## src/cfl_regs.svh

```systemverilog
// Register map, field positions, reset values and timing counts of the loader.
// Assumes a 100 MHz system clock; included by bare name.
// Operation
// - Request pin low abandons user mode and restarts configuration.
// - In user mode request, status and load-complete all read high.
// - Status held low for the whole power-on reset delay.
// - Load-complete low after power-up, before and during loading.
// - Configuration clock ignored once loading is done; host never floats it. In the parallel scheme code still counts two falling edges in ST_DONE first.
// - Host uses bits 7..0 or 15..0; all 32 data pins freed after loading.
// - Load-complete released only after the whole image arrived.
// - Init-done pin driven low once its enable option is loaded. Code drives it low only from ST_DONE through ST_INIT.
// - Load-complete and status go low within 600 ns of request falling.
// - Status low 268 to 1506 us, longer only if held low outside.
// - Parallel data captured on rising configuration clock edge.
// - Internal oscillator init reaches user mode 175 to 437 us after done.
// - User init clock enabled four clock periods after done, then 8576 periods.
// - Init phase clocked by internal oscillator or user init clock pin.
// - Quad serial mode takes four data bits per clock cycle.
// - Serial clock from one of four ranges; no top range with multiple devices. Code ignores the multi bit; range 3 gives half 1 either way.
// - Serial command launched and flash data sampled on falling clock edge.
// - Parallel timing holds only with decompression and security off.
`ifndef CFL_REGS_SVH
`define CFL_REGS_SVH

`define CFL_OFS_CTRL 4'h0
`define CFL_OFS_IMGLEN 4'h4
`define CFL_OFS_STATUS 4'h8
`define CFL_OFS_COUNT 4'hc

`define CFL_CTRL_W 11
`define CFL_CTRL_RST 11'h000
`define CFL_IMGLEN_RST 32'h0000_0000

`define CFL_B_SCHEME 0
`define CFL_B_WIDTH 2:1
`define CFL_B_USRCLK 3
`define CFL_B_INITEN 4
`define CFL_B_QUAD 5
`define CFL_B_RANGE 7:6
`define CFL_B_MULTI 8
`define CFL_B_DECOMP 9
`define CFL_B_SECURE 10

`define CFL_CLK_MHZ 100
`define CFL_T_POR_US 268
`define CFL_T_STATUS_MIN_US 268
`define CFL_T_CD2UM_MIN_US 175
`define CFL_T_CD2CU_NS 32
`define CFL_USR_INIT_PERIODS 8576
`define CFL_DONE_FALLS 2
`define CFL_SLOW_RATIO 2'h3

`define CFL_AS_READ_CMD 8'h03
`define CFL_AS_HDR_BITS 6'h20
`define CFL_AS_WORD_BITS 6'h20

`endif

```

## src/cfl_pkg.sv

```systemverilog
// Types shared by the configuration loader modules.
// No dependencies.
package cfl_pkg;
    typedef enum logic [3:0] {
        ST_POR, ST_RESET, ST_STATUS, ST_STWAIT, ST_LOAD,
        ST_DONE, ST_CLKEN, ST_INIT, ST_USER
    } cfl_state_t;
endpackage

```

## src/cfl_as_if.sv

```systemverilog
// Link between loader sequencer and active serial engine.
// Both ends on the system clock.
`timescale 1ns/1ps
interface cfl_as_if;
    logic run;
    logic quad;
    logic [2:0] half;
    logic [3:0] sdata;
    logic clk_out;
    logic cmd_out;
    logic word_vld;
    logic [31:0] word;
    modport eng (input run, quad, half, sdata, output clk_out, cmd_out, word_vld, word);
    modport ctl (output run, quad, half, sdata, input clk_out, cmd_out, word_vld, word);
endinterface

```

## src/cfl_pin_sync.sv

```systemverilog
// Three-stage synchroniser for pin inputs with agreement filter.
// Output level changes only once stages two and three agree.
`timescale 1ns/1ps
module cfl_pin_sync #(
    parameter int W = 40
) (
    input wire logic i_sys_clk,
    input wire logic i_rst_n,
    input wire logic i_ce,
    input wire logic [W-1:0] i_pin,
    output logic [W-1:0] o_lvl
);
    typedef struct packed {
        logic [W-1:0] s1;
        logic [W-1:0] s2;
        logic [W-1:0] s3;
        logic [W-1:0] lvl;
    } cfl_sync_st_t;
    cfl_sync_st_t r_reg, r_next;

    always_comb begin
        r_next = r_reg;
        r_next.s1 = i_pin;
        r_next.s2 = r_reg.s1;
        r_next.s3 = r_reg.s2;
        r_next.lvl = (r_reg.s2 & r_reg.s3) | (r_reg.lvl & (r_reg.s2 ^ r_reg.s3));
    end

    always_ff @(posedge i_sys_clk) begin
        if (!i_rst_n) begin
            r_reg <= '0;
        end else if (i_ce) begin
            r_reg <= r_next;
        end
    end

    assign o_lvl = r_reg.lvl;
endmodule

```

## src/cfl_as_engine.sv

```systemverilog
// Active serial engine: divides the system clock into the flash clock,
// sends a read command from address zero, then assembles 32-bit words.
`include "cfl_regs.svh"
`timescale 1ns/1ps
module cfl_as_engine (
    input wire logic i_sys_clk,
    input wire logic i_rst_n,
    input wire logic i_ce,
    cfl_as_if.eng as
);
    typedef struct packed {
        logic [2:0] div;
        logic clk;
        logic cmd;
        logic [31:0] sr;
        logic [5:0] hdr;
        logic [31:0] acc;
        logic [5:0] bits;
        logic vld;
    } cfl_as_st_t;
    cfl_as_st_t r_reg, r_next;
    logic [31:0] acc_n;
    logic [5:0] bits_n;

    always_comb begin
        r_next = r_reg;
        r_next.vld = 1'b0;
        acc_n = as.quad ? {r_reg.acc[27:0], as.sdata} : {r_reg.acc[30:0], as.sdata[0]};
        bits_n = r_reg.bits + (as.quad ? 6'h04 : 6'h01);
        if (!as.run) begin
            r_next.div = 3'h0;
            r_next.clk = 1'b1;
            r_next.cmd = 1'b1;
            r_next.sr = {`CFL_AS_READ_CMD, 24'h00_0000};
            r_next.hdr = `CFL_AS_HDR_BITS;
            r_next.bits = 6'h00;
        end else if (r_reg.div != 3'h0) begin
            r_next.div = r_reg.div - 3'h1;
        end else begin
            r_next.div = as.half - 3'h1;
            r_next.clk = !r_reg.clk;
            if (r_reg.clk) begin
                // Falling edge: both launch and capture happen here
                if (r_reg.hdr != 6'h00) begin
                    r_next.cmd = r_reg.sr[31];
                    r_next.sr = {r_reg.sr[30:0], 1'b0};
                    r_next.hdr = r_reg.hdr - 6'h01;
                end else begin
                    r_next.acc = acc_n;
                    r_next.bits = bits_n;
                    if (bits_n == `CFL_AS_WORD_BITS) begin
                        r_next.bits = 6'h00;
                        r_next.vld = 1'b1;
                    end
                end
            end
        end
    end

    always_ff @(posedge i_sys_clk) begin
        if (!i_rst_n) begin
            r_reg <= '{div: 3'h0, clk: 1'b1, cmd: 1'b1, sr: 32'h0000_0000,
                       hdr: 6'h00, acc: 32'h0000_0000, bits: 6'h00, vld: 1'b0};
        end else if (i_ce) begin
            r_reg <= r_next;
        end
    end

    assign as.clk_out = r_reg.clk;
    assign as.cmd_out = r_reg.cmd;
    assign as.word_vld = r_reg.vld;
    assign as.word = r_reg.acc;
endmodule

```

## src/cfl_config_loader.sv

```systemverilog
// Configuration loader top: power-on and request sequencing, parallel
// passive capture, active serial loading, initialization and user mode.
// Assumes pins already split into in/out/oe; Avalon-MM slave on i_sys_clk.
`include "cfl_regs.svh"
`timescale 1ns/1ps
module cfl_config_loader #(
    parameter int unsigned POR_CYC = `CFL_T_POR_US * `CFL_CLK_MHZ,
    parameter int unsigned STATUS_CYC = `CFL_T_STATUS_MIN_US * `CFL_CLK_MHZ,
    parameter int unsigned INIT_CYC = `CFL_T_CD2UM_MIN_US * `CFL_CLK_MHZ
) (
    input wire logic i_sys_clk,
    input wire logic i_rst_n,
    input wire logic i_ce,
    input wire logic [3:0] i_avs_address,
    input wire logic i_avs_read,
    input wire logic i_avs_write,
    input wire logic [31:0] i_avs_writedata,
    output logic [31:0] o_avs_readdata,
    output logic o_avs_waitrequest,
    input wire logic i_cfg_request_n,
    input wire logic i_status_n,
    output logic o_status_n_out,
    output logic o_status_n_oe,
    input wire logic i_load_complete,
    output logic o_load_complete_out,
    output logic o_load_complete_oe,
    output logic o_init_done_out,
    output logic o_init_done_oe,
    input wire logic i_cfg_clock,
    output logic o_cfg_clock_out,
    output logic o_cfg_clock_oe,
    input wire logic [31:0] i_cfg_data,
    input wire logic i_user_init_clock,
    input wire logic [3:0] i_serial_cfg_data,
    output logic o_serial_cmd_out,
    output logic o_serial_cmd_oe,
    output logic o_user_io_en,
    output cfl_pkg::cfl_state_t o_state
);
    import cfl_pkg::*;

    localparam int unsigned CU_CYC =
        (`CFL_T_CD2CU_NS * `CFL_CLK_MHZ + 999) / 1000;
    localparam logic [17:0] POR_LAST = 18'(POR_CYC - 1);
    localparam logic [17:0] STATUS_LAST = 18'(STATUS_CYC - 1);
    localparam logic [17:0] INIT_LAST = 18'(INIT_CYC - 1);
    localparam logic [17:0] CU_LAST = 18'(CU_CYC - 1);
    localparam logic [17:0] USR_LAST = 18'(`CFL_USR_INIT_PERIODS - 1);
    localparam logic [1:0] FALLS_LAST = 2'(`CFL_DONE_FALLS - 1);

    typedef struct packed {
        cfl_state_t state;
        logic [17:0] cnt;
        logic [1:0] falls;
        logic [1:0] ratio;
        logic [31:0] bytes;
        logic [31:0] img_len;
        logic [`CFL_CTRL_W-1:0] ctrl;
        logic [31:0] last_word;
        logic clk_prev;
        logic ucl_prev;
        logic ack;
        logic waitreq;
        logic [31:0] rdata;
        logic status_oe;
        logic done_oe;
        logic init_oe;
        logic io_en;
        logic as_run;
        logic pin_low;
    } cfl_top_st_t;

    cfl_top_st_t r_reg, r_next;
    logic [39:0] lvl;
    logic clk_lvl;
    logic ucl_lvl;
    logic stat_lvl;
    logic req_lvl;
    logic [3:0] sdat_lvl;
    logic [31:0] data_lvl;
    logic clk_rise;
    logic clk_fall;
    logic ucl_rise;
    logic [31:0] inc;
    logic [31:0] bytes_n;
    logic slow;
    logic [31:0] rd_mux;

    cfl_as_if as_link ();

    cfl_pin_sync #(.W(40)) u_sync (
        .i_sys_clk(i_sys_clk),
        .i_rst_n(i_rst_n),
        .i_ce(i_ce),
        .i_pin({i_cfg_clock, i_user_init_clock, i_status_n, i_cfg_request_n,
                i_serial_cfg_data, i_cfg_data}),
        .o_lvl(lvl)
    );

    cfl_as_engine u_as (
        .i_sys_clk(i_sys_clk),
        .i_rst_n(i_rst_n),
        .i_ce(i_ce),
        .as(as_link.eng)
    );

    assign {clk_lvl, ucl_lvl, stat_lvl, req_lvl, sdat_lvl, data_lvl} = lvl;
    assign clk_rise = clk_lvl & !r_reg.clk_prev;
    assign clk_fall = !clk_lvl & r_reg.clk_prev;
    assign ucl_rise = ucl_lvl & !r_reg.ucl_prev;

    assign as_link.run = r_reg.as_run;
    assign as_link.quad = r_reg.ctrl[`CFL_B_QUAD];
    assign as_link.sdata = sdat_lvl;

    // 50 MHz is the fastest a 100 MHz system clock can make; top range clamps there
    always_comb begin
        unique case (r_reg.ctrl[`CFL_B_RANGE])
            2'h0: as_link.half = 3'h4;
            2'h1: as_link.half = 3'h2;
            2'h2: as_link.half = 3'h1;
            2'h3: as_link.half = r_reg.ctrl[`CFL_B_MULTI] ? 3'h1 : 3'h1;
        endcase
    end

    // Bytes per captured word by bus width; host keeps to the low lanes
    always_comb begin
        unique case (r_reg.ctrl[`CFL_B_WIDTH])
            2'h0: inc = 32'h0000_0001;
            2'h1: inc = 32'h0000_0002;
            default: inc = 32'h0000_0004;
        endcase
        if (r_reg.ctrl[`CFL_B_SCHEME]) begin
            inc = 32'h0000_0004;
        end
    end

    assign bytes_n = r_reg.bytes + inc;
    // Compressed or secured streams need several clocks per word
    assign slow = r_reg.ctrl[`CFL_B_DECOMP] | r_reg.ctrl[`CFL_B_SECURE];

    always_comb begin
        unique case (i_avs_address)
            `CFL_OFS_CTRL: rd_mux = {21'h00_0000, r_reg.ctrl};
            `CFL_OFS_IMGLEN: rd_mux = r_reg.img_len;
            `CFL_OFS_STATUS: rd_mux = {24'h00_0000, r_reg.io_en, !r_reg.done_oe,
                                       stat_lvl, req_lvl, r_reg.state};
            `CFL_OFS_COUNT: rd_mux = r_reg.bytes;
            default: rd_mux = 32'h0000_0000;
        endcase
    end

    always_comb begin
        r_next = r_reg;
        r_next.clk_prev = clk_lvl;
        r_next.ucl_prev = ucl_lvl;

        // Waitrequest drops for exactly one cycle per request
        r_next.ack = (i_avs_read | i_avs_write) & !r_reg.ack;
        r_next.waitreq = !r_next.ack;
        if (i_avs_read && !r_reg.ack) begin
            r_next.rdata = rd_mux;
        end
        if (i_avs_write && r_reg.ack) begin
            unique case (i_avs_address)
                `CFL_OFS_CTRL: r_next.ctrl = i_avs_writedata[`CFL_CTRL_W-1:0];
                `CFL_OFS_IMGLEN: r_next.img_len = i_avs_writedata;
                default: ;
            endcase
        end

        unique case (r_reg.state)
            ST_POR: begin
                r_next.cnt = r_reg.cnt + 18'h1;
                if (r_reg.cnt == POR_LAST) begin
                    r_next.state = ST_STWAIT;
                    r_next.cnt = 18'h0;
                end
            end
            ST_RESET: begin
                r_next.bytes = 32'h0000_0000;
                r_next.as_run = 1'b0;
                r_next.cnt = 18'h0;
                if (req_lvl) begin
                    r_next.state = ST_STATUS;
                end
            end
            ST_STATUS: begin
                r_next.cnt = r_reg.cnt + 18'h1;
                if (r_reg.cnt == STATUS_LAST) begin
                    r_next.state = ST_STWAIT;
                end
            end
            ST_STWAIT: begin
                // Stays here while something outside holds status low
                if (stat_lvl) begin
                    r_next.state = ST_LOAD;
                    r_next.ratio = 2'h0;
                    r_next.as_run = r_reg.ctrl[`CFL_B_SCHEME];
                end
            end
            ST_LOAD: begin
                if (!r_reg.ctrl[`CFL_B_SCHEME] && clk_rise) begin
                    r_next.ratio = r_reg.ratio + 2'h1;
                    if (!slow || r_reg.ratio == `CFL_SLOW_RATIO) begin
                        r_next.last_word = data_lvl;
                        r_next.bytes = bytes_n;
                    end
                end
                if (r_reg.ctrl[`CFL_B_SCHEME] && as_link.word_vld) begin
                    r_next.last_word = as_link.word;
                    r_next.bytes = bytes_n;
                end
                if (r_next.bytes >= r_reg.img_len && r_next.bytes != r_reg.bytes) begin
                    r_next.state = ST_DONE;
                    r_next.as_run = 1'b0;
                    r_next.falls = 2'h0;
                end
            end
            ST_DONE: begin
                if (r_reg.ctrl[`CFL_B_SCHEME]) begin
                    r_next.state = ST_CLKEN;
                    r_next.cnt = 18'h0;
                end else if (clk_fall) begin
                    r_next.falls = r_reg.falls + 2'h1;
                    if (r_reg.falls == FALLS_LAST) begin
                        r_next.state = ST_CLKEN;
                        r_next.cnt = 18'h0;
                    end
                end
            end
            ST_CLKEN: begin
                r_next.cnt = r_reg.cnt + 18'h1;
                if (!r_reg.ctrl[`CFL_B_USRCLK] || r_reg.cnt == CU_LAST) begin
                    r_next.state = ST_INIT;
                    r_next.cnt = 18'h0;
                end
            end
            ST_INIT: begin
                // Oscillator count or user clock edges drive init
                if (r_reg.ctrl[`CFL_B_USRCLK]) begin
                    if (ucl_rise) begin
                        r_next.cnt = r_reg.cnt + 18'h1;
                        if (r_reg.cnt == USR_LAST) begin
                            r_next.state = ST_USER;
                        end
                    end
                end else begin
                    r_next.cnt = r_reg.cnt + 18'h1;
                    if (r_reg.cnt == INIT_LAST) begin
                        r_next.state = ST_USER;
                    end
                end
            end
            ST_USER: begin
                // Configuration clock no longer looked at
                r_next.cnt = 18'h0;
            end
        endcase

        // Request low restarts from anywhere past power-on
        if (!req_lvl && r_reg.state != ST_POR) begin
            r_next.state = ST_RESET;
            r_next.as_run = 1'b0;
        end

        // Pin drive follows the next state, so request fall reaches pins in 5 cycles
        r_next.status_oe = r_next.state inside {ST_POR, ST_RESET, ST_STATUS};
        r_next.done_oe = r_next.state inside {ST_POR, ST_RESET, ST_STATUS,
                                              ST_STWAIT, ST_LOAD};
        r_next.init_oe = r_reg.ctrl[`CFL_B_INITEN] &&
                         (r_next.state inside {ST_DONE, ST_CLKEN, ST_INIT});
        r_next.io_en = r_next.state == ST_USER;
    end

    always_ff @(posedge i_sys_clk) begin
        if (!i_rst_n) begin
            r_reg <= '{state: ST_POR, cnt: 18'h0, falls: 2'h0, ratio: 2'h0,
                       bytes: 32'h0000_0000, img_len: `CFL_IMGLEN_RST,
                       ctrl: `CFL_CTRL_RST, last_word: 32'h0000_0000,
                       clk_prev: 1'b0, ucl_prev: 1'b0, ack: 1'b0, waitreq: 1'b1,
                       rdata: 32'h0000_0000, status_oe: 1'b1, done_oe: 1'b1,
                       init_oe: 1'b0, io_en: 1'b0, as_run: 1'b0, pin_low: 1'b0};
        end else if (i_ce) begin
            r_reg <= r_next;
        end
    end

    assign o_avs_readdata = r_reg.rdata;
    assign o_avs_waitrequest = r_reg.waitreq;
    // Open-drain pins only ever pull low; release lets them float high
    assign o_status_n_out = r_reg.pin_low;
    assign o_status_n_oe = r_reg.status_oe;
    assign o_load_complete_out = r_reg.pin_low;
    assign o_load_complete_oe = r_reg.done_oe;
    assign o_init_done_out = r_reg.pin_low;
    assign o_init_done_oe = r_reg.init_oe;
    assign o_cfg_clock_out = as_link.clk_out;
    assign o_cfg_clock_oe = r_reg.as_run;
    assign o_serial_cmd_out = as_link.cmd_out;
    assign o_serial_cmd_oe = r_reg.as_run;
    assign o_user_io_en = r_reg.io_en;
    assign o_state = r_reg.state;
endmodule

```

## config.mk

```make
export PLATFORM = sky130hd
export DESIGN_NAME = cfl_config_loader
export DESIGN_NICKNAME = d
export VERILOG_FILES = /design/src/cfl_pkg.sv /design/src/cfl_as_if.sv /design/src/cfl_pin_sync.sv /design/src/cfl_as_engine.sv /design/src/cfl_config_loader.sv
export VERILOG_INCLUDE_DIRS = /design/src
export SDC_FILE = /design/constraint.sdc
export NUM_CORES = 1
export LEC_CHECK = 0
export BUFFER_PORTS_ARGS = -buffer_cell sky130_fd_sc_hd__buf_2
export CORE_AREA = 2 2 184 186
export DETAILED_ROUTE_END_ITERATION = 7
export DIE_AREA = 0 0 186 188
export MAX_ROUTING_LAYER = met4
export PLACE_DENSITY = 0.86
export SLEW_MARGIN = 20
export SYNTH_ARGS = -nofsm -noshare
export SYNTH_HDL_FRONTEND = slang
export SYNTH_HIERARCHICAL = 1
export SYNTH_SLANG_ARGS = --single-unit
```

## constraint.sdc

```tcl
create_clock -name i_sys_clk -period 4.8 [get_ports i_sys_clk]
set_input_delay 0.48 -clock i_sys_clk [delete_from_list [all_inputs] [get_ports i_sys_clk]]
set_output_delay 0.48 -clock i_sys_clk [all_outputs]
set_load 0.05 [all_outputs]
```

Word-level counts from Yosys, hierarchy flattened
Index checks and enable logic that the tools add are counted.

word-level totals
  register bits after elaboration = 384
  latch bits = 0
  memory bits (writable) = 0
  bits in read-only memories = 0
  output and inout bits = 48
  logic and storage cells = 190
  memories kept = 0

operators by class
  $add $sub $neg = 8
  multipliers = 0
  divide/modulo/power cells = 0
  order comparisons = 1
  eq/ne operators = 45
  shift operators = 0
  muxes and demuxes = 45
  bitwise operators = 12
  reduce and logical (&&, ||, !) cells = 50

operator list
  kind                                             number
  2-to-1 mux 32 bit                                5
  2-to-1 mux 22 bit                                6
  case mux 32 bit (4 select lines)                 1
  case mux 18 bit (6 select lines)                 1
  bitwise AND 40 bit                               2
  2-to-1 mux 79 bit                                1
  2-to-1 mux 39 bit                                2
  2-to-1 mux 78 bit                                1
  case mux 32 bit (2 select lines)                 1
  2-to-1 mux 43 bit                                1
  OR 40 bit                                        1
  bitwise XOR 40 bit                               1
  == test 18 x 15 -> 1 bit, second input constant  2
  == test 4 x 3 -> 1 bit, second input constant    9
  2-to-1 mux 34 bit                                1
  adder 32 bit                                     1
  >= comparator 32 bit                             1
  inequality test 32 bit                           1
  case mux 4 bit (8 select lines)                  1
  2-to-1 mux 4 bit                                 7
  2-to-1 mux 24 bit                                1
  adder 18 x 1 -> 18 bit, second input constant    1
  == test 18 x 14 -> 1 bit, second input constant  1
  == test 18 x 2 -> 1 bit, second input constant   1
  41 further kinds                                 111

Logic depth before layout (Yosys ltp)
Gate-level depths: netlist of run 1.

  word-level depth = 16
  mapped depth = 19

Hierarchy
The synthesis of run 1 kept the hierarchy.

modules (own cells, without submodules)
  module             instances  cells each  area each (um2)  sequential area each (um2)
  cfl_config_loader  1          1087        8291.7           2842.7
  cfl_pin_sync       1          684         7053.0           3203.1
  cfl_as_engine      1          462         4166.5           1621.6

Worst setup path before layout of run 1
Ideal clock, no wire load.

  path type = reg2reg
  from = reg, netlist name r_reg[74]
  to = reg r_reg (netlist bit o_status_n_oe)
  setup time = 0.120 ns
  data arrival time = 3.892 ns
  data required time = 4.680 ns
  setup slack = 0.789 ns
  stages on the path, launching flop included = 20
  buffers on the path = 2
  period minus slack after synthesis = 4.011 ns
  path through = dfxtp_1 clkbuf_1 or2_2 nor2_1 ha_1 fa_1 a21o_1 and4_1 buf_4 nand2_1 nor3_1 xor2_1 ha_1 and4_1 nor4bb_1 nand2_1 o32ai_1 o31ai_1 and3b_1 o31a_1

RTL lines
  what                    RTL line                  source
  end signal: assignment  cfl_config_loader.sv:278  r_reg <= '{state: ST_POR, cnt: 18'h0, falls: 2'h0, ratio: 2'h0,
  end signal: assignment  cfl_config_loader.sv:285  r_reg <= r_next;
  end: declaration        cfl_config_loader.sv:73   cfl_top_st_t r_reg, r_next;

==> results of run 1 <==
## routing by layer
layer / track usage, % / up-vias
met5: - / -
met4: 5.21 / 0
met3: 4.33 / 74
met2: 27.1 / 385
met1: 21.0 / 4821
li1: - / 4930
## placed cells by master (no fill, tap or decap), types with 26 or more instances in the layout
cell       n
xnor2_1   33
nor2b_1   26
nor3_1    31
nor2_1   150
buf_2     89
a22oi_1   58
a21oi_1  129
ha_1      47
nand2_1  146
nand4_1   48
dfxtp_1  207
nand3_1   62
o21ai_0   26
inv_1     52
## report_power, final
| part | switching, mW | internal, mW |
|---|---|---|
| Sequential | 0.0191 | 1.73 |
| Clock | 0.690 | 1.06 |
| Combinational | 0.153 | 0.0723 |
## how the worst max path moves through the flow
stage	startpoint	end	slack (ps)	cells past startpoint
3_5_place_dp	r_reg[74]	o_status_n_oe	420	18
5_1_grt	r_reg[74]	o_status_n_oe	8	18
3_3_place_gp	r_reg[74]	o_status_n_oe	490	18
4_1_cts	r_reg[74]	o_status_n_oe	370	18
2_1_floorplan	r_reg[74]	o_status_n_oe	790	19
6_report	r_reg[74]	o_user_io_en	340	18
## cell type report
| class | count | area share [%] |
|---|---|---|
| diodes | 4 | 0.0800 |
| clock buffers | 31 | 4.98 |
| clock inverters | 7 | 0.910 |
| inverters | 53 | 1.60 |
| multi-input cells | 1010 | 50.1 |
| flip-flops and latches | 207 | 33.1 |
| well taps | 448 | 4.48 |
| repair buffers | 109 | 4.76 |
## per-stage QoR
| stage | std cells | worst slack (ps) |
|---|---|---|
| final | 1869 | 337 |
| after global routing | 1869 | 8.15 |
| after CTS | 1865 | 369 |
| after detailed placement | 1827 | 424 |
| after global placement | 1827 | 489 |
| after floorplan | 1435 | 789 |
## worst max-delay path: cells and delay by family, from the launching register on
family | cells | cell delay [ps]
AO/OA/AOI/OAI | 8 | 1720
buffers and inverters | 2 | 390
AND/OR/NAND/NOR | 5 | 1190
XOR/XNOR | 1 | 200
flip-flops | 1 | 320
adder cells (fa/ha/maj) | 2 | 570
==> impl_metrics.ini, run 1 <==
[synth]
synthCells = 1433
syn_area_per_cell_sq_um = 8.04
synth.cell_area_sq_um = 11500
yosysWarningCount = 6

[global_routing]
grt_pass1_vias = 9377
grt_overflow = 0
grt_pass1_wl_mm = 47.5
grt_util_all_layers_pct = 17.0
antenna_found_initial = 5
grt_start_max_net_pins = 84

[sta]
worstMarginPinSlew_ps = 1000
clock_skew_ps = 14.6
fin_crit_sh_pct = 93.0
tns_ps = 0
hold_viol_final = 0
max_slew_margin_pct = 33.1
finalMaxSlewViolations = 0
min_period_ps = 4460
whs_ps = 214
rsz0062_at_grt = no
max_freq_mhz = 224
setup-violations-final = 0

[setup_path]
path_cells = or2_2 > nor2_1 > ha_1 > a21o_1 > a21o_1 > and2_1 > and3_1 > xor2_1 > ha_1 > a21oi_1 > o21ai_0 > a2111oi_0 > buf_4 > o32ai_1 > o31ai_1 > buf_4 > and3b_1 > a32o_1
crit_path_end_kind = register
cp_slowest_cell = a2111oi_0
r2r_cells = 18
reg2reg_slack_ps = 340
setup.worst_path.start_class = register
path_max_fanout = 4
worstPathRequired_ps = 5250
cp.arrival_ps = 4920
slowest_delay_ps = 600
timing.rr.start = r_reg[74]
worstSetupPathType = reg2reg
r2r_end = o_user_io_en

[cells_and_area]
register_area_sq_um = 4140
num-fill-cells = 3311
final_util_pct = 37.8
design_area_sq_um = 12500
multi_input_area_sq_um = 6270
syn_to_final_growth_pct = 8.63
largest_reg_flops = 99
finish.net_count = 1532
drive_above_1_share_pct = 12.2

[power_and_ir_drop]
total_power_mw = 3.73
power.leakage_nw = 4.63
p_per_area_nw_per_um2 = 298
ir_drop_v = 0.000234

[drt]
ant_nets = 0
wl_mm = 30.0
wl_met2_mm = 14.0
wire_per_inst_um = 16.0
dr.max_layer_used = met4
drt_iter0_drc = 1104
wirelength_met1_mm = 12.5
via_count = 10210
route.met3.wl_mm = 2.62
vias_per_cell = 5.46
dr.pass1.iters = 5
drc = 0

[placement]
postPlaceCellArea_sq_um = 11800
io_buffers = 89
dp_hpwl_mm = 20.5
gp_congestion = 0.924

[clock_network]
cts_setup_buffers = 0
cts_resized = 0
cts_max_path_buffers = 3
cts.htree.levels = 1
cts_hold_buffers = 0
cts_buffers = 21
cts.sinks = 207
cts_tree = yes
clkLatencyLatePin_ps = 510
clkTransAtPathRegs_ps = 70
clock-root-buffer = clkbuf_16

[die]
initial_core_util_pct = 34.8
coreArea_sq_um = 33100
die-area_sq_um = 35000
die_y_um = 188
die_x_um = 186
rows = 67
io_pins = 130

[flow_run]
max_cap_violations = 0

[worst_hold_path]
whs_path_depth = 3
worstHoldStart = i_avs_writedata[3]
min_to = r_reg[88]
hp-class = in2reg

[run_status]
status = finished clean
Note: power is estimated with default switching activity, not from simulation.
==> run 2: changes to the inputs <==
Settings changed: CORE_AREA 2 2 184 186 to 2 2 141 143, DIE_AREA 0 0 186 188 to 0 0 143 145, PLACE_DENSITY 0.86 to 0.87, SYNTH_HIERARCHICAL 1 to default.
==> run 2 against run 1 <==
Compared with the run above:
- die area down 41%
- global-route usage rose by 9.0 points
- via count is 5.5% lower
- setup slack worse by 190 ps
- fmax fell by 4.0%
- clock skew is 3.7 ps lower
- largest power group unchanged
==> impl_metrics.ini, run 2 <==
[run_status]
status = finished clean

[clock_network]
cts_buffers = 22
clock-root-buffer = clkbuf_16
cts_max_path_buffers = 3
clkTransAtPathRegs_ps = 60
clkLatencyLatePin_ps = 510
cts_tree = yes
cts.sinks = 207
cts.htree.levels = 1

[placement]
io_buffers = 89
place_inst = 1633
postPlaceCellArea_sq_um = 11400
place_ws_ps = -34.6
dp_hpwl_mm = 17.8
gp_congestion = 0.909

[power_and_ir_drop]
p_per_area_nw_per_um2 = 299
total_power_mw = 3.65
power.leakage_nw = 4.54
ir_drop_v = 0.000243

[drt]
wire_per_inst_um = 15.9
ant_nets = 0
drc = 0
dr.pass1.iters = 6
wl_mm = 26.5
via_count = 9646
vias_per_cell = 5.77
drt_iter0_drc = 844

[setup_path]
critPathBufInv = 5
cp.arrival_ps = 5010
timing.rr.start = r_reg[74]
path_max_fanout = 11
worstPathRequired_ps = 5160
cpMostUsedCell = inv_1
slowest_delay_ps = 450
setup.worst_path.start_class = register
r2r_end = o_load_complete_oe
crit_path_end_kind = register
reg2reg_slack_ps = 150
crit_family = simple AND/OR/NAND/NOR gates
worstSetupPathType = reg2reg
r2r_cells = 22
path_cells = nor2_2 > inv_1 > nor2_1 > ha_1 > inv_1 > fa_1 > inv_1 > a21oi_1 > or4_4 > nor2_2 > buf_6 > nand3_1 > xnor2_1 > ha_1 > nand4_1 > nor4_2 > o21ai_0 > a31oi_1 > o211ai_1 > buf_4 > nand4bb_1 > o2111ai_1
cp_slowest_cell = or4_4

[sta]
fin_crit_sh_pct = 96.9
worst_slack_ps = 149
tns_ps = 0
finalMaxSlewViolations = 0
clock_skew_ps = 10.9
max_freq_mhz = 215
setup-violations-final = 0
min_period_ps = 4650
hold_viol_final = 0
worstMarginPinSlew_ps = 1100
max_slew_margin_pct = 26.6

[flow_run]
max_cap_violations = 0

[global_routing]
grt_pass1_wl_mm = 44.3
antenna_found_initial = 0
grt_overflow = 0
grt_util_all_layers_pct = 26.0
grt_pass1_vias = 9280
grt_start_max_net_pins = 96

[worst_hold_path]
min_to = r_reg[111]
whs_path_depth = 3
hp-class = in2reg
worstHoldStart = i_avs_writedata[26]

[die]
initial_core_util_pct = 57.7
die_y_um = 145
coreArea_sq_um = 19200
die-area_sq_um = 20700
io_pins = 130
rows = 51
die_x_um = 143

[synth]
synth.cell_area_sq_um = 11100
synthCells = 1381
synth_top_family_by_area = simple AND/OR/NAND/NOR gates
synth_cell_types = 69
synth-compound-area-share_pct = 19.6
syn_area_per_cell_sq_um = 8.03
synth_xor_area_share_pct = 4.81
synth_flop_cell = dfxtp_1
ys_seq_area_share_pct = 37.4
yosys.area_share.adder_pct = 5.48
synthArstFlopShare_pct = 0
synthTopCellsByArea = dfxtp_1 37%, nand2_1 8.0%, ha_1 5.3%
synthMuxAreaShare_pct = 1.91
yosys.area_share.simple_pct = 23.1
yosysTopAreaCellShare_pct = 37.4
ys_ff_latch = 207
yosys.cell_count.top_type = nand2_1
yosysWarningCount = 0
synth_edf_count = 0
synth_top_cells_by_count = 235 x nand2_1, 207 x dfxtp_1, 91 x a21oi_1, 77 x clkbuf_1, 70 x o21ai_0
yosys.area.top_type = dfxtp_1

[cells_and_area]
design_area_sq_um = 12200
stdcell_count = 1672
syn_to_final_growth_pct = 10.0
antenna_cells = 0
largest_reg_flops = 99
num-fill-cells = 1656
layout_common_cells = 235 x nand2_1, 207 x dfxtp_1, 91 x a21oi_1
finish.net_count = 1522
final_common_cell = nand2_1
drive_above_1_share_pct = 12.2
## run 2: area by class of cell
cell class	instances	area (sq um)	area share (%)
clock buffer	34	656	5.38
multi-input combinational	993	6130	50.3
tap	265	332	2.72
sequential	207	4140	34.0
inverter	53	199	1.63
timing repair buffer	115	647	5.30
clock inverter	5	86.3	0.708
## run 2: logic make-up (layout without fill, tap and decap cells)
kind of cell	count (synthesis)	count (layout)
flops	207	207
other cells	1	3
compound gates	335	335
buf+inv	183	207
mux	21	21
simple gates	526	526
xor+xnor	60	60
fa+ha+maj	48	48
## run 2: worst reg2reg max path, cell delays in order (launching register included)
cell	delay [ps]
dfxtp_1	320
nor2_2	150
inv_1	70
nor2_1	110
ha_1	180
inv_1	60
fa_1	410
inv_1	80
a21oi_1	110
or4_4	450
nor2_2	140
buf_6	170
nand3_1	120
xnor2_1	160
ha_1	270
nand4_1	170
nor4_2	380
o21ai_0	210
a31oi_1	290
o211ai_1	240
buf_4	210
nand4bb_1	100
o2111ai_1	100
## run 2: where the power goes
part	total (mW)	switching, mW	internal, mW
registers	1.74	0.0129	1.73
logic	0.175	0.114	0.0607
clock network	1.73	0.684	1.05
total	3.65	0.811	2.84
## run 2: worst max path at each step
stage / slack, ps / cells past startpoint / start / endpoint
after detailed placement: -30 / 21 / r_reg[76] / o_cfg_clock_oe
after CTS: 50 / 21 / r_reg[76] / o_cfg_clock_oe
after global routing: -30 / 22 / r_reg[74] / o_init_done_oe
final: 150 / 22 / r_reg[74] / o_load_complete_oe
after floorplan: 660 / 21 / r_reg[74] / o_cfg_clock_oe
after global placement: 160 / 21 / r_reg[74] / o_cfg_clock_oe
## run 2: timing repair
item | 4_1_cts | 5_1_grt
pin swaps | 0 | 2
hold buffers | 0 | 0
endpoints found under the setup margin | 1 | 8
buffers inserted | 0 | 0
resized for setup | 2 | 5
## run 2: per-stage QoR
stage / utilization [%] / hold slack (ps)
finish: 63.5 / 220
global route: 63.5 / 229
CTS: 63.4 / 208
detailed placement: 59.5 / 441
global placement: 59.5 / 431
floorplan: - / 427
## run 2: layer usage
layer  part of all wire [%]  track usage, %  up-vias
met4                    3.1            9.31        0
met5                      0               -        -
li1                       -               -     4769
met1                     42            32.6     4499
met2                     49            42.9      313
met3                    6.0            3.37       65
==> run 3: changes to the inputs <==
Settings changed: CORE_AREA 2 2 141 143 to 2 2 196 198, DIE_AREA 0 0 143 145 to 0 0 198 200, PLACE_DENSITY 0.87 to 0.54, SETUP_SLACK_MARGIN from default to 0.15.
Clock period 4.8 ns to 5.5 ns, I/O delays scaled along.
==> run 3 against run 2 <==
Compared with the run above:
- core utilization fell by 30 points
- critical path depth fell by 1
- clock-buffer cell count did not move
- fmax fell by 7.5%
- design area rose by 2.2%
- largest power group is now the clock network
- die area rose by 91%
- non-clock buffer count fell by 8
- first-iteration DRC count fell by 25%
- clock power fell by 9%
- critical path type unchanged
- total power fell by 11%
- clock skew rose by 21 ps
- hold slack improved by 42 ps
==> impl_metrics.ini, run 3 (same netlist as run 2, synthesis figures left out) <==
[power_and_ir_drop]
switching_power_mw = 0.759
ir_drop_v = 0.000194
p_per_area_nw_per_um2 = 262
p_comb_share_pct = 4.9
pwr-share-seq_pct = 46.7
swShare_pct = 23.3
total_power_mw = 3.26
p_clk_share_pct = 48.5
power.leakage_nw = 4.52
p_int_mw = 2.50

[cells_and_area]
stdcell_count = 1917
final_common_cell = nand2_1
syn_to_final_growth_pct = 12.4
design_area_sq_um = 12500
drive_above_1_share_pct = 11.5
layout_common_cells = 235 x nand2_1, 207 x dfxtp_1, 91 x a21oi_1
final_util_pct = 33.3
num-fill-cells = 3993
largest_reg_flops = 99
finish.net_count = 1516

[setup_path]
crit_path_end_kind = register
reg2reg_slack_ps = 470
timing.rr.start = r_reg[74]
path_max_fanout = 9
endpoint = o_cfg_clock_oe
worstSetupStartpoint = r_reg[74]
r2r_end = o_cfg_clock_oe
r2r_cells = 21
cp.arrival_ps = 5500
worstSetupPathType = reg2reg
worstPathRequired_ps = 5970
setup.worst_path.start_class = register

[clock_network]
cts_max_path_buffers = 3
clkTransAtPathRegs_ps = 60
cts_hold_buffers = 0
cts_tree = yes
cts_buffers = 24
clock-root-buffer = clkbuf_16
cts.sinks = 207
cts.htree.levels = 1
cts_resized = 0
clkLatencyLatePin_ps = 550
cts_setup_buffers = 0

[placement]
postPlaceCellArea_sq_um = 11700
dp_hpwl_mm = 19.8
gp_congestion = 0.850
place_ws_ps = 445
place_inst = 1871
io_buffers = 89

[drt]
via_count = 9532
ant_nets = 0
drt_iter0_drc = 634
dr.pass1.iters = 5
drc = 0
wl_mm = 29.3
wire_per_inst_um = 15.3
vias_per_cell = 4.97

[run_status]
status = finished clean

[sta]
min_period_ps = 5030
tns_ps = 0
worstMarginPinSlew_ps = 1070
setup-violations-final = 0
max_freq_mhz = 199
whs_ps = 262
clock_skew_ps = 31.8
hold_viol_final = 0
worst_slack_ps = 475
max_slew_margin_pct = 28.5
rsz0062_at_grt = no
fin_crit_sh_pct = 91.4
finalMaxSlewViolations = 0

[flow_run]
max_cap_violations = 0

[worst_hold_path]
hp-class = in2reg

[die]
die_x_um = 198
initial_core_util_pct = 29.6
io_pins = 130
die-area_sq_um = 39600
coreArea_sq_um = 37400
die_y_um = 200
rows = 71

[global_routing]
antenna_found_initial = 4
grt_pass1_vias = 8882
grt_util_all_layers_pct = 15.3
grt_pass1_wl_mm = 47.7
grt_start_max_net_pins = 97
grt_overflow = 0
run 3: cell count changes in the layout (fill, tap and decap cells not counted), sizes merged:
cell	delta
buf	-8
clkinv	+3
diode	+4
run 3: layout make-up:
type                    instances  area [sq um]  share of cell area, %
well taps                     511           639                   5.13
flip-flops and latches        207          4140                   33.3
diodes                          4          10.0                 0.0803
repair buffers                107           583                   4.68
clock inverters                 8           101                  0.813
multi-input cells             993          6110                   49.1
inverters                      53           199                   1.60
clock buffers                  34           668                   5.36
run 3: critical path, cell delays in order (launching register included):
cell and delay (ps):
dfxtp_1 310, nor2_1 190, inv_1 80, nor2_1 90, ha_1 170, inv_1 60
fa_1 410, inv_1 70, a21oi_1 110, or4_1 480, nor2_1 150, buf_4 190
nand3_1 120, xnor2_1 170, ha_1 300, nand4_1 160, nor4_1 420, o21ai_0 220
a31oi_1 340, nor4_1 90, a2111oi_0 570, mux2i_1 250
run 3: how the worst min path moves through the flow:
| stage | from | end | slack [ps] | cells after the start |
|---|---|---|---|---|
| finish | i_cfg_request_n | u_sync.r_next[116] | 260 | 3 |
| global route | i_avs_writedata[8] | r_reg[82] | 270 | 3 |
| CTS | i_cfg_request_n | u_sync.r_next[116] | 240 | 3 |
| detailed placement | u_as.r_reg[52] | u_as.r_reg[53] | 440 | 2 |
| global placement | u_as.r_reg[71] | u_as.r_reg[72] | 440 | 2 |
| floorplan | u_as.r_reg[46] | u_as.r_reg[47] | 430 | 2 |
run 3: per-layer routing:
metal  GRT usage (%)  part of all wire (%)
met1            20.4                    48
met2            23.9                    44
met3            2.81                   5.2
met4            4.04                   2.4
met5               -                     0
run 3: power by group through the flow:
stage               logic, mW  clock network [mW]  registers, mW
finish                  0.159                1.58           1.52
floorplan               0.108                   0           1.55
global route            0.176                1.69           1.52
CTS                     0.161                1.63           1.52
detailed placement      0.160                   0           1.55
global placement        0.159                   0           1.55
